$ cat src/design/idr_vendor_pkg.sv
/*
 * Constants for the vendor register group of the transceiver: register
 * addresses, field positions, reset values and measurement timing.
 * Assumes a single register clock at 40 MHz.
 */
// Functional notes
// - Latch bit 0 sets when the ID line goes driven to open with the rising enable on, or open to driven with the falling enable on.
// - Latch bits 1 and 2 are not implemented and always read zero.
// - Latch bit 3 sets when the measurement-complete flag rises while the effective measurement interrupt enable is on.
// - The latch register at 21h is read-only, its bits clear when it is read, and bits 7:4 read zero.
// - Every register in 00h to 3Fh answers to an immediate address and to an extended address alike.
// - The vendor registers sit at 30h to 3Fh and answer to immediate reads and writes.
// - Bits 6:5 of 31h pick the transmit amplitude, and all other bits of 31h read zero.
// - Headset audio is on only while bits 3:0 of 33h hold 1010, and bits 7:4 read zero.
// - Bits 2:0 of the measurement register report the measured resistance code.
// - The measurement register reads at 36h to 38h, loads at 36h, sets ones at 37h and clears ones at 38h.
// - Setting bit 4 starts a measurement, and the bit clears itself when the measurement ends.
// - With bit 6 set, alt_int rises once the measurement-complete flag asserts.
// - The effective measurement interrupt enable is bit 6 ORed with the carkit enable bit.
// - The complete flag asserts by itself when a measurement ends, and a measurement takes 282 us.
// - Reading the measurement register clears the complete flag, while reading the code elsewhere does not.
package idr_vendor_pkg;
	// ======================================================
	// Addresses
	localparam logic [7:0] ADDR_EVENT_LATCH = 8'h21;
	localparam logic [7:0] ADDR_HS_TX_AMP   = 8'h31;
	localparam logic [7:0] ADDR_AUDIO_KEY   = 8'h33;
	localparam logic [7:0] ADDR_MEAS_WR     = 8'h36;
	localparam logic [7:0] ADDR_MEAS_SET    = 8'h37;
	localparam logic [7:0] ADDR_MEAS_CLR    = 8'h38;
	localparam logic [7:0] ADDR_IMM_LAST    = 8'h3F;
	// ======================================================
	// Fields
	localparam int LATCH_ID_BIT   = 0;
	localparam int LATCH_MEAS_BIT = 3;
	localparam int AMP_LO         = 5;
	localparam int MEAS_DONE_BIT  = 3;
	localparam int MEAS_GO_BIT    = 4;
	localparam int MEAS_RSV_BIT   = 5;
	localparam int MEAS_IRQ_BIT   = 6;
	localparam logic [3:0] AUDIO_KEY_ON  = 4'hA;
	localparam logic [1:0] AMP_RESET     = 2'h0;
	localparam logic [3:0] AUDIO_RESET   = 4'h0;
	localparam logic [2:0] CODE_RESET    = 3'h0;
	localparam logic [7:0] BYTE_ZERO     = 8'h00;
	// ======================================================
	// Timing
	localparam int MEAS_TIME_US = 282;
	localparam int CLK_MHZ      = 40;
	localparam int MEAS_CYCLES  = MEAS_TIME_US * CLK_MHZ;
	localparam int CNT_W        = 14;
endpackage : idr_vendor_pkg

$ cat src/design/idr_vendor_regs.sv
/*
 * Vendor register group: carkit event latch, transmit amplitude, headset
 * audio key and ID resistor measurement register with write/set/clear.
 * Assumes the ULPI command decoder delivers one-cycle read and write
 * strobes on clk_sys; analog ID and measurement inputs are asynchronous.
 */
`timescale 1ns/1ps
`default_nettype none
module idr_vendor_regs
	import idr_vendor_pkg::*;
#(
	parameter int MEAS_CNT = MEAS_CYCLES
)(
	// Clock and reset
	input  wire logic       clk_sys,
	input  wire logic       arst_n,
	// Register command port from the ULPI decoder
	input  wire logic       reg_wr,
	input  wire logic       reg_rd,
	input  wire logic       reg_ext,
	input  wire logic [5:0] reg_imm_addr,
	input  wire logic [7:0] reg_ext_addr,
	input  wire logic [7:0] reg_wdata,
	output logic      [7:0] reg_rdata_ff,
	// Carkit enable bits held elsewhere
	input  wire logic       id_open_rising_enable,
	input  wire logic       id_open_falling_enable,
	input  wire logic       carkit_meas_irq_enable,
	// Analog side
	input  wire logic       id_open_pin,
	input  wire logic [2:0] meas_result_pin,
	output logic            meas_active_ff,
	// Controls and status out
	output logic [1:0]      hs_amp_ff,
	output logic            audio_enable_ff,
	output logic [2:0]      code_status_ff,
	output logic            complete_status_ff,
	output logic            alt_int_ff
);
	// ======================================================
	// Address and input synchronisers
	function automatic logic hit(input logic [7:0] a, input logic [7:0] r);
		hit = (a == r);
	endfunction

	logic [7:0] addr;
	logic       wr_latch;
	logic       rd_latch;
	logic       wr_amp;
	logic       wr_key;
	logic       wr_meas;
	logic       wr_set;
	logic       wr_clr;
	logic       rd_meas;

	assign addr     = reg_ext ? reg_ext_addr : {2'h0, reg_imm_addr};
	assign rd_latch = reg_rd && hit(addr, ADDR_EVENT_LATCH);
	assign wr_latch = reg_wr && hit(addr, ADDR_EVENT_LATCH);
	assign wr_amp   = reg_wr && hit(addr, ADDR_HS_TX_AMP);
	assign wr_key   = reg_wr && hit(addr, ADDR_AUDIO_KEY);
	assign wr_meas  = reg_wr && hit(addr, ADDR_MEAS_WR);
	assign wr_set   = reg_wr && hit(addr, ADDR_MEAS_SET);
	assign wr_clr   = reg_wr && hit(addr, ADDR_MEAS_CLR);
	assign rd_meas  = reg_rd && (addr >= ADDR_MEAS_WR) && (addr <= ADDR_MEAS_CLR);

	logic [1:0] id_sync_ff;
	logic [2:0] res_s1_ff;
	logic [2:0] res_s2_ff;
	logic       id_prev_ff;

	always_ff @(posedge clk_sys or negedge arst_n) begin
		if (!arst_n) begin
			id_sync_ff <= 2'h0;
			res_s1_ff  <= 3'h0;
			res_s2_ff  <= 3'h0;
			id_prev_ff <= 1'b0;
		end else begin
			id_sync_ff <= {id_sync_ff[0], id_open_pin};
			res_s1_ff  <= meas_result_pin;
			res_s2_ff  <= res_s1_ff;
			id_prev_ff <= id_sync_ff[1];
		end
	end

	// ======================================================
	// Simple control registers
	logic [3:0] key_ff;

	always_ff @(posedge clk_sys or negedge arst_n) begin
		if (!arst_n) begin
			hs_amp_ff <= AMP_RESET;
			key_ff    <= AUDIO_RESET;
		end else begin
			if (wr_amp)
				hs_amp_ff <= reg_wdata[AMP_LO +: 2];
			if (wr_key)
				key_ff <= reg_wdata[3:0];
		end
	end

	always_ff @(posedge clk_sys or negedge arst_n) begin
		if (!arst_n)
			audio_enable_ff <= 1'b0;
		else
			audio_enable_ff <= (key_ff == AUDIO_KEY_ON);
	end

	// ======================================================
	// Measurement register
	logic [2:0]       code_ff;
	logic             done_ff;
	logic             go_ff;
	logic             rsv_ff;
	logic             irq_en_ff;
	logic [CNT_W-1:0] cnt_ff;
	logic             finish;
	logic [7:0]       meas_byte;
	logic [7:0]       nxt_meas;

	assign meas_byte = {1'b0, irq_en_ff, rsv_ff, go_ff, done_ff, code_ff};
	assign finish    = go_ff && (cnt_ff == CNT_W'(MEAS_CNT - 1));

	always_comb begin
		nxt_meas = meas_byte;
		if (wr_meas)
			nxt_meas = reg_wdata;
		else if (wr_set)
			nxt_meas = meas_byte | reg_wdata;
		else if (wr_clr)
			nxt_meas = meas_byte & ~reg_wdata;
	end

	always_ff @(posedge clk_sys or negedge arst_n) begin
		if (!arst_n) begin
			code_ff   <= CODE_RESET;
			go_ff     <= 1'b0;
			rsv_ff    <= 1'b0;
			irq_en_ff <= 1'b0;
		end else begin
			rsv_ff    <= nxt_meas[MEAS_RSV_BIT];
			irq_en_ff <= nxt_meas[MEAS_IRQ_BIT];
			if (finish) begin
				code_ff <= res_s2_ff;
				go_ff   <= 1'b0;
			end else begin
				code_ff <= nxt_meas[2:0];
				go_ff   <= nxt_meas[MEAS_GO_BIT];
			end
		end
	end

	// Finish outranks a clearing read of the flag
	always_ff @(posedge clk_sys or negedge arst_n) begin
		if (!arst_n)
			done_ff <= 1'b0;
		else if (finish)
			done_ff <= 1'b1;
		else if (rd_meas)
			done_ff <= 1'b0;
	end

	always_ff @(posedge clk_sys or negedge arst_n) begin
		if (!arst_n)
			cnt_ff <= '0;
		else if (!go_ff || finish)
			cnt_ff <= '0;
		else
			cnt_ff <= cnt_ff + CNT_W'(1);
	end

	always_ff @(posedge clk_sys or negedge arst_n) begin
		if (!arst_n)
			meas_active_ff <= 1'b0;
		else
			meas_active_ff <= go_ff && !finish;
	end

	// ======================================================
	// Event latch
	logic eff_irq_en;
	logic done_prev_ff;
	logic id_event;
	logic meas_event;
	logic ev_id_ff;
	logic ev_meas_ff;

	assign eff_irq_en = irq_en_ff || carkit_meas_irq_enable;
	assign id_event   = (id_sync_ff[1] && !id_prev_ff && id_open_rising_enable)
	                 || (!id_sync_ff[1] && id_prev_ff && id_open_falling_enable);
	assign meas_event = done_ff && !done_prev_ff && eff_irq_en;

	always_ff @(posedge clk_sys or negedge arst_n) begin
		if (!arst_n) begin
			done_prev_ff <= 1'b0;
			ev_id_ff     <= 1'b0;
			ev_meas_ff   <= 1'b0;
		end else begin
			done_prev_ff <= done_ff;
			// Set outranks the read clear so no event is lost
			ev_id_ff   <= id_event || (ev_id_ff && !rd_latch);
			ev_meas_ff <= meas_event || (ev_meas_ff && !rd_latch);
		end
	end

	always_ff @(posedge clk_sys or negedge arst_n) begin
		if (!arst_n)
			alt_int_ff <= 1'b0;
		else
			alt_int_ff <= ev_id_ff || ev_meas_ff;
	end

	// ======================================================
	// Read data and status
	logic [7:0] rd_val;

	always_comb begin
		rd_val = BYTE_ZERO;
		if (hit(addr, ADDR_EVENT_LATCH)) begin
			rd_val[LATCH_ID_BIT]   = ev_id_ff;
			rd_val[LATCH_MEAS_BIT] = ev_meas_ff;
		end else if (hit(addr, ADDR_HS_TX_AMP)) begin
			rd_val[AMP_LO +: 2] = hs_amp_ff;
		end else if (hit(addr, ADDR_AUDIO_KEY)) begin
			rd_val[3:0] = key_ff;
		end else if (addr >= ADDR_MEAS_WR && addr <= ADDR_MEAS_CLR) begin
			rd_val = meas_byte;
		end
	end

	always_ff @(posedge clk_sys or negedge arst_n) begin
		if (!arst_n)
			reg_rdata_ff <= BYTE_ZERO;
		else if (reg_rd)
			reg_rdata_ff <= rd_val;
	end

	always_ff @(posedge clk_sys or negedge arst_n) begin
		if (!arst_n) begin
			code_status_ff     <= CODE_RESET;
			complete_status_ff <= 1'b0;
		end else begin
			code_status_ff     <= code_ff;
			complete_status_ff <= done_ff;
		end
	end
endmodule : idr_vendor_regs
`default_nettype wire

$ cat config.mk
export PLATFORM = sky130hd
export DESIGN_NAME = idr_vendor_regs
export DESIGN_NICKNAME = d
export VERILOG_FILES = /design/src/design/idr_vendor_pkg.sv /design/src/design/idr_vendor_regs.sv
export SDC_FILE = /design/constraint.sdc
export NUM_CORES = 1
export LEC_CHECK = 0
export ABC_AREA = 1
export BUFFER_PORTS_ARGS = -buffer_cell sky130_fd_sc_hd__buf_2
export CAP_MARGIN = 20
export CORE_ASPECT_RATIO = 0.9
export CORE_MARGIN = 10
export CORE_UTILIZATION = 52
export CTS_BUF_LIST = sky130_fd_sc_hd__clkbuf_8
export CTS_CLUSTER_DIAMETER = 50
export DETAILED_ROUTE_END_ITERATION = 7
export PLACE_DENSITY = 0.86
export SYNTH_ARGS = -nofsm -noshare
export SYNTH_HDL_FRONTEND = slang
export SYNTH_SLANG_ARGS = --single-unit
$ cat constraint.sdc
create_clock -name clk_sys -period 1.4 [get_ports clk_sys]
set_input_delay 0.21 -clock clk_sys [delete_from_list [all_inputs] [get_ports clk_sys]]
set_output_delay 0.21 -clock clk_sys [all_outputs]
set_load 0.005 [all_outputs]
==> flow_metrics.env <==
export IMPL_status="finished, violations left"
export IMPL_violations="setup timing"
export IMPL_numCtsBuffers=5
export IMPL_cp_end_kind="flip-flop"
export IMPL_place_inst=471
export IMPL_layout_nets=458
export IMPL_maxCapViolations=0
export IMPL_overflow=0
export IMPL_syn_nets=373
export IMPL_grt_setup_unrepaired="yes"
export IMPL_cts_sinks=52
export IMPL_max_freq_mhz=693
export IMPL_cp_arrival_ns=1.65
export IMPL_die_area_mm2=0.00840
export IMPL_grt_pass1_vias=2574
export IMPL_initial_core_util=0.545
export IMPL_clock_path_buffers=2
export IMPL_synth_top_area_frac=0.488
export IMPL_drive_gt1_frac=0.354
export IMPL_slew_violations=0
export IMPL_min_from="reg_wdata[3]"
export IMPL_clk_pin_slew_ns=0.09
export IMPL_htreeDepth=2
export IMPL_fin_ws_ns=-0.0425
export IMPL_grt_pass1_wl_um=11600
export IMPL_io_buffers=48
export IMPL_yosysSeqAreaShare=0.488
export IMPL_mostFrequentLayoutCell="nand2_1"
export IMPL_die_h_um=87.9
export IMPL_finalHoldViolCount=0
export IMPL_final_core_util=0.730
export IMPL_whs_path_depth=3
export IMPL_num_antenna_cells=0
export IMPL_drtAntennaViolNets=0
export IMPL_cts_tree="done"
export IMPL_crit_path_start="cnt_ff[0]"
export IMPL_crit_type="flip-flop to flip-flop"
export IMPL_synth_avg_cell_area_um2=7.89
export IMPL_place_hpwl_um=5080
export IMPL_multi_input_area_mm2=0.00135
export IMPL_p_total_mw=3.47
export IMPL_ys_top_cells_by_area="dfrtp_1 (49%), nand2_1 (12%), nand3_1 (6.2%)"
export IMPL_ios=51
export IMPL_syn_inst=338
export IMPL_route_detailed_drc=0
export IMPL_holdPathEnd="key_ff[3]"
export IMPL_yosysTopAreaCell="dfrtp_1"
export IMPL_fin_area_mm2=0.00357
export IMPL_placed_cell_area_mm2=0.00316
export IMPL_vias=2583
export IMPL_clockRootBuffer="clkbuf_8"
export IMPL_start_kind="flip-flop"
export IMPL_gp_congestion=0.922
export IMPL_num_fill_cells=356
export IMPL_yosys_warnings=0
export IMPL_setup_viol=15
export IMPL_routed_wirelength_um=7330
export IMPL_stdcell_count=489
export IMPL_worst_r2r_setup_slack_ns=-0.04
export IMPL_antenna_found_initial=0
export IMPL_min_period_over_period=1.03
export IMPL_crit_required_ns=1.61
export IMPL_final_cell_mix="nand2_1 (76), dfrtp_1 (50), buf_2 (47), inv_1 (40), nand3_1 (27)"
export IMPL_hold_path_class="primary input to flip-flop"
export IMPL_via_per_inst=5.28
export IMPL_r2r_end="code_ff[1]"
export IMPL_row_count=24
export IMPL_p_per_area_mw_per_mm2=972
export IMPL_r2r_start="cnt_ff[0]"
export IMPL_drt_iter0_drc=167
export IMPL_die_w_um=95.5
export IMPL_syn_to_final_growth_pct=34.0
export IMPL_grt_use_total=0.171
export IMPL_core_area_mm2=0.00489
export IMPL_fin_crit_ns=1.44
export IMPL_grt_start_max_net_pins=53
export IMPL_syn_area_mm2=0.00267
export IMPL_clock_latency_ns=0.32
export IMPL_wl_per_cell_um=15.0
export IMPL_reg2reg_depth=8
export IMPL_regArea_mm2=0.00130
export IMPL_p_leak_nw=1.79
export IMPL_path_max_fanout=4
export IMPL_whs_ns=0.121
export IMPL_skew_ns=0.0110
export IMPL_ys_seq_elements=52
export IMPL_synth_cell_types=34
export IMPL_ir_drop_mv=0.825
export IMPL_drt_first_pass_iters=5
## worst max path at each step
stage | end | slack (ns) | cells past startpoint
floorplan | cnt_ff[2] | 0.006 | 8
global placement | reg_rdata_ff[0] | -0.1 | 11
detailed placement | reg_rdata_ff[0] | -0.16 | 11
CTS | cnt_ff[9] | 0.001 | 9
global route | cnt_ff[3] | -0.14 | 8
finish | code_ff[1] | -0.04 | 8
## routing by layer
| layer | GRT usage | share of wire | up-vias |
|---|---|---|---|
| met2 | 0.309 | 0.52 | 106 |
| met3 | 0.0385 | 0.068 | 23 |
| met4 | 0.0736 | 0.027 | 0 |
| met1 | 0.188 | 0.39 | 1200 |
| met5 | 0 | 0 | - |
| li1 | - | - | 1254 |
## registers in the layout (all words and copies together) (netlist names)
| register | flops |
|---|---|
| complete_status_ff | 1 |
| meas_active_ff | 1 |
| go_ff | 1 |
| id_prev_ff | 1 |
| reg_rdata_ff | 7 |
| alt_int_ff | 1 |
| key_ff | 4 |
| audio_enable_ff | 1 |
| hs_amp_ff | 2 |
| irq_en_ff | 1 |
| ev_id_ff | 1 |
| ev_meas_ff | 1 |
| code_status_ff | 3 |
| id_sync_ff | 2 |
| cnt_ff | 14 |
| res_s1_ff | 3 |
| code_ff | 3 |
| rsv_ff | 1 |
| done_ff | 1 |
| res_s2_ff | 3 |
## area by class of cell
cell class	count	share of cell area
inverters	47	0.0508
clock buffers	6	0.0231
clock inverters	2	0.0109
well taps	65	0.0228
flip-flops and latches	52	0.365
multi-input cells	235	0.377
repair buffers	82	0.151
## per-stage QoR
step / setup TNS [ns] / worst slack [ns]
3_5_place_dp: -3.43 / -0.161
2_1_floorplan: 0 / 0.00622
4_1_cts: 0 / 0.00119
5_1_grt: -1.91 / -0.140
3_3_place_gp: -1.56 / -0.0998
6_report: -0.300 / -0.0425
## cells in the mapped netlist (all sizes together)
library cell  number
o21ai             18
dfrtp             52
clkbuf             1
inv               46
nor2              37
buf                3
o21bai             1
clkinv             1
and3               1
nand4             13
nor3              12
a31oi              1
nand3b             1
nand3             35
o21a               1
xor2               3
nand2            101
conb               1
o211ai             1
a21oi              8
ha                 1
## cells by family after synthesis
logic type,count (synthesis),share of synthesized area
AOI/OAI and AO/OA,30,0.0610
xor gates and xnor gates,3,0.00985
adders and majority gates,1,0.00469
buffers and inverters,51,0.0764
DFF,52,0.488
other,1,0.00141
and+or+nand+nor,200,0.359
## critical path: stages, from the launching register on
cell,delay (ns)
dfrtp_1,0.38
buf_6,0.11
ha_4,0.14
nand3_4,0.11
nor2_4,0.18
nand3_4,0.13
buf_6,0.18
nand2_4,0.05
nand3_2,0.06
## timing repair
action	in CTS	in global routing
endpoints found under the hold margin	55	1
endpoints found under the setup margin	19	23
hold buffers	4	1
resized for setup	10	45
pin swaps	3	13
setup buffers	2	3
## power breakdown
group	internal [mW]	switching, mW	total (mW)
logic	0.263	0.359	0.622
registers	1.63	0.116	1.75
clock network	0.585	0.522	1.11
total	2.48	0.997	3.47
(Power assumes the default switching activity.)
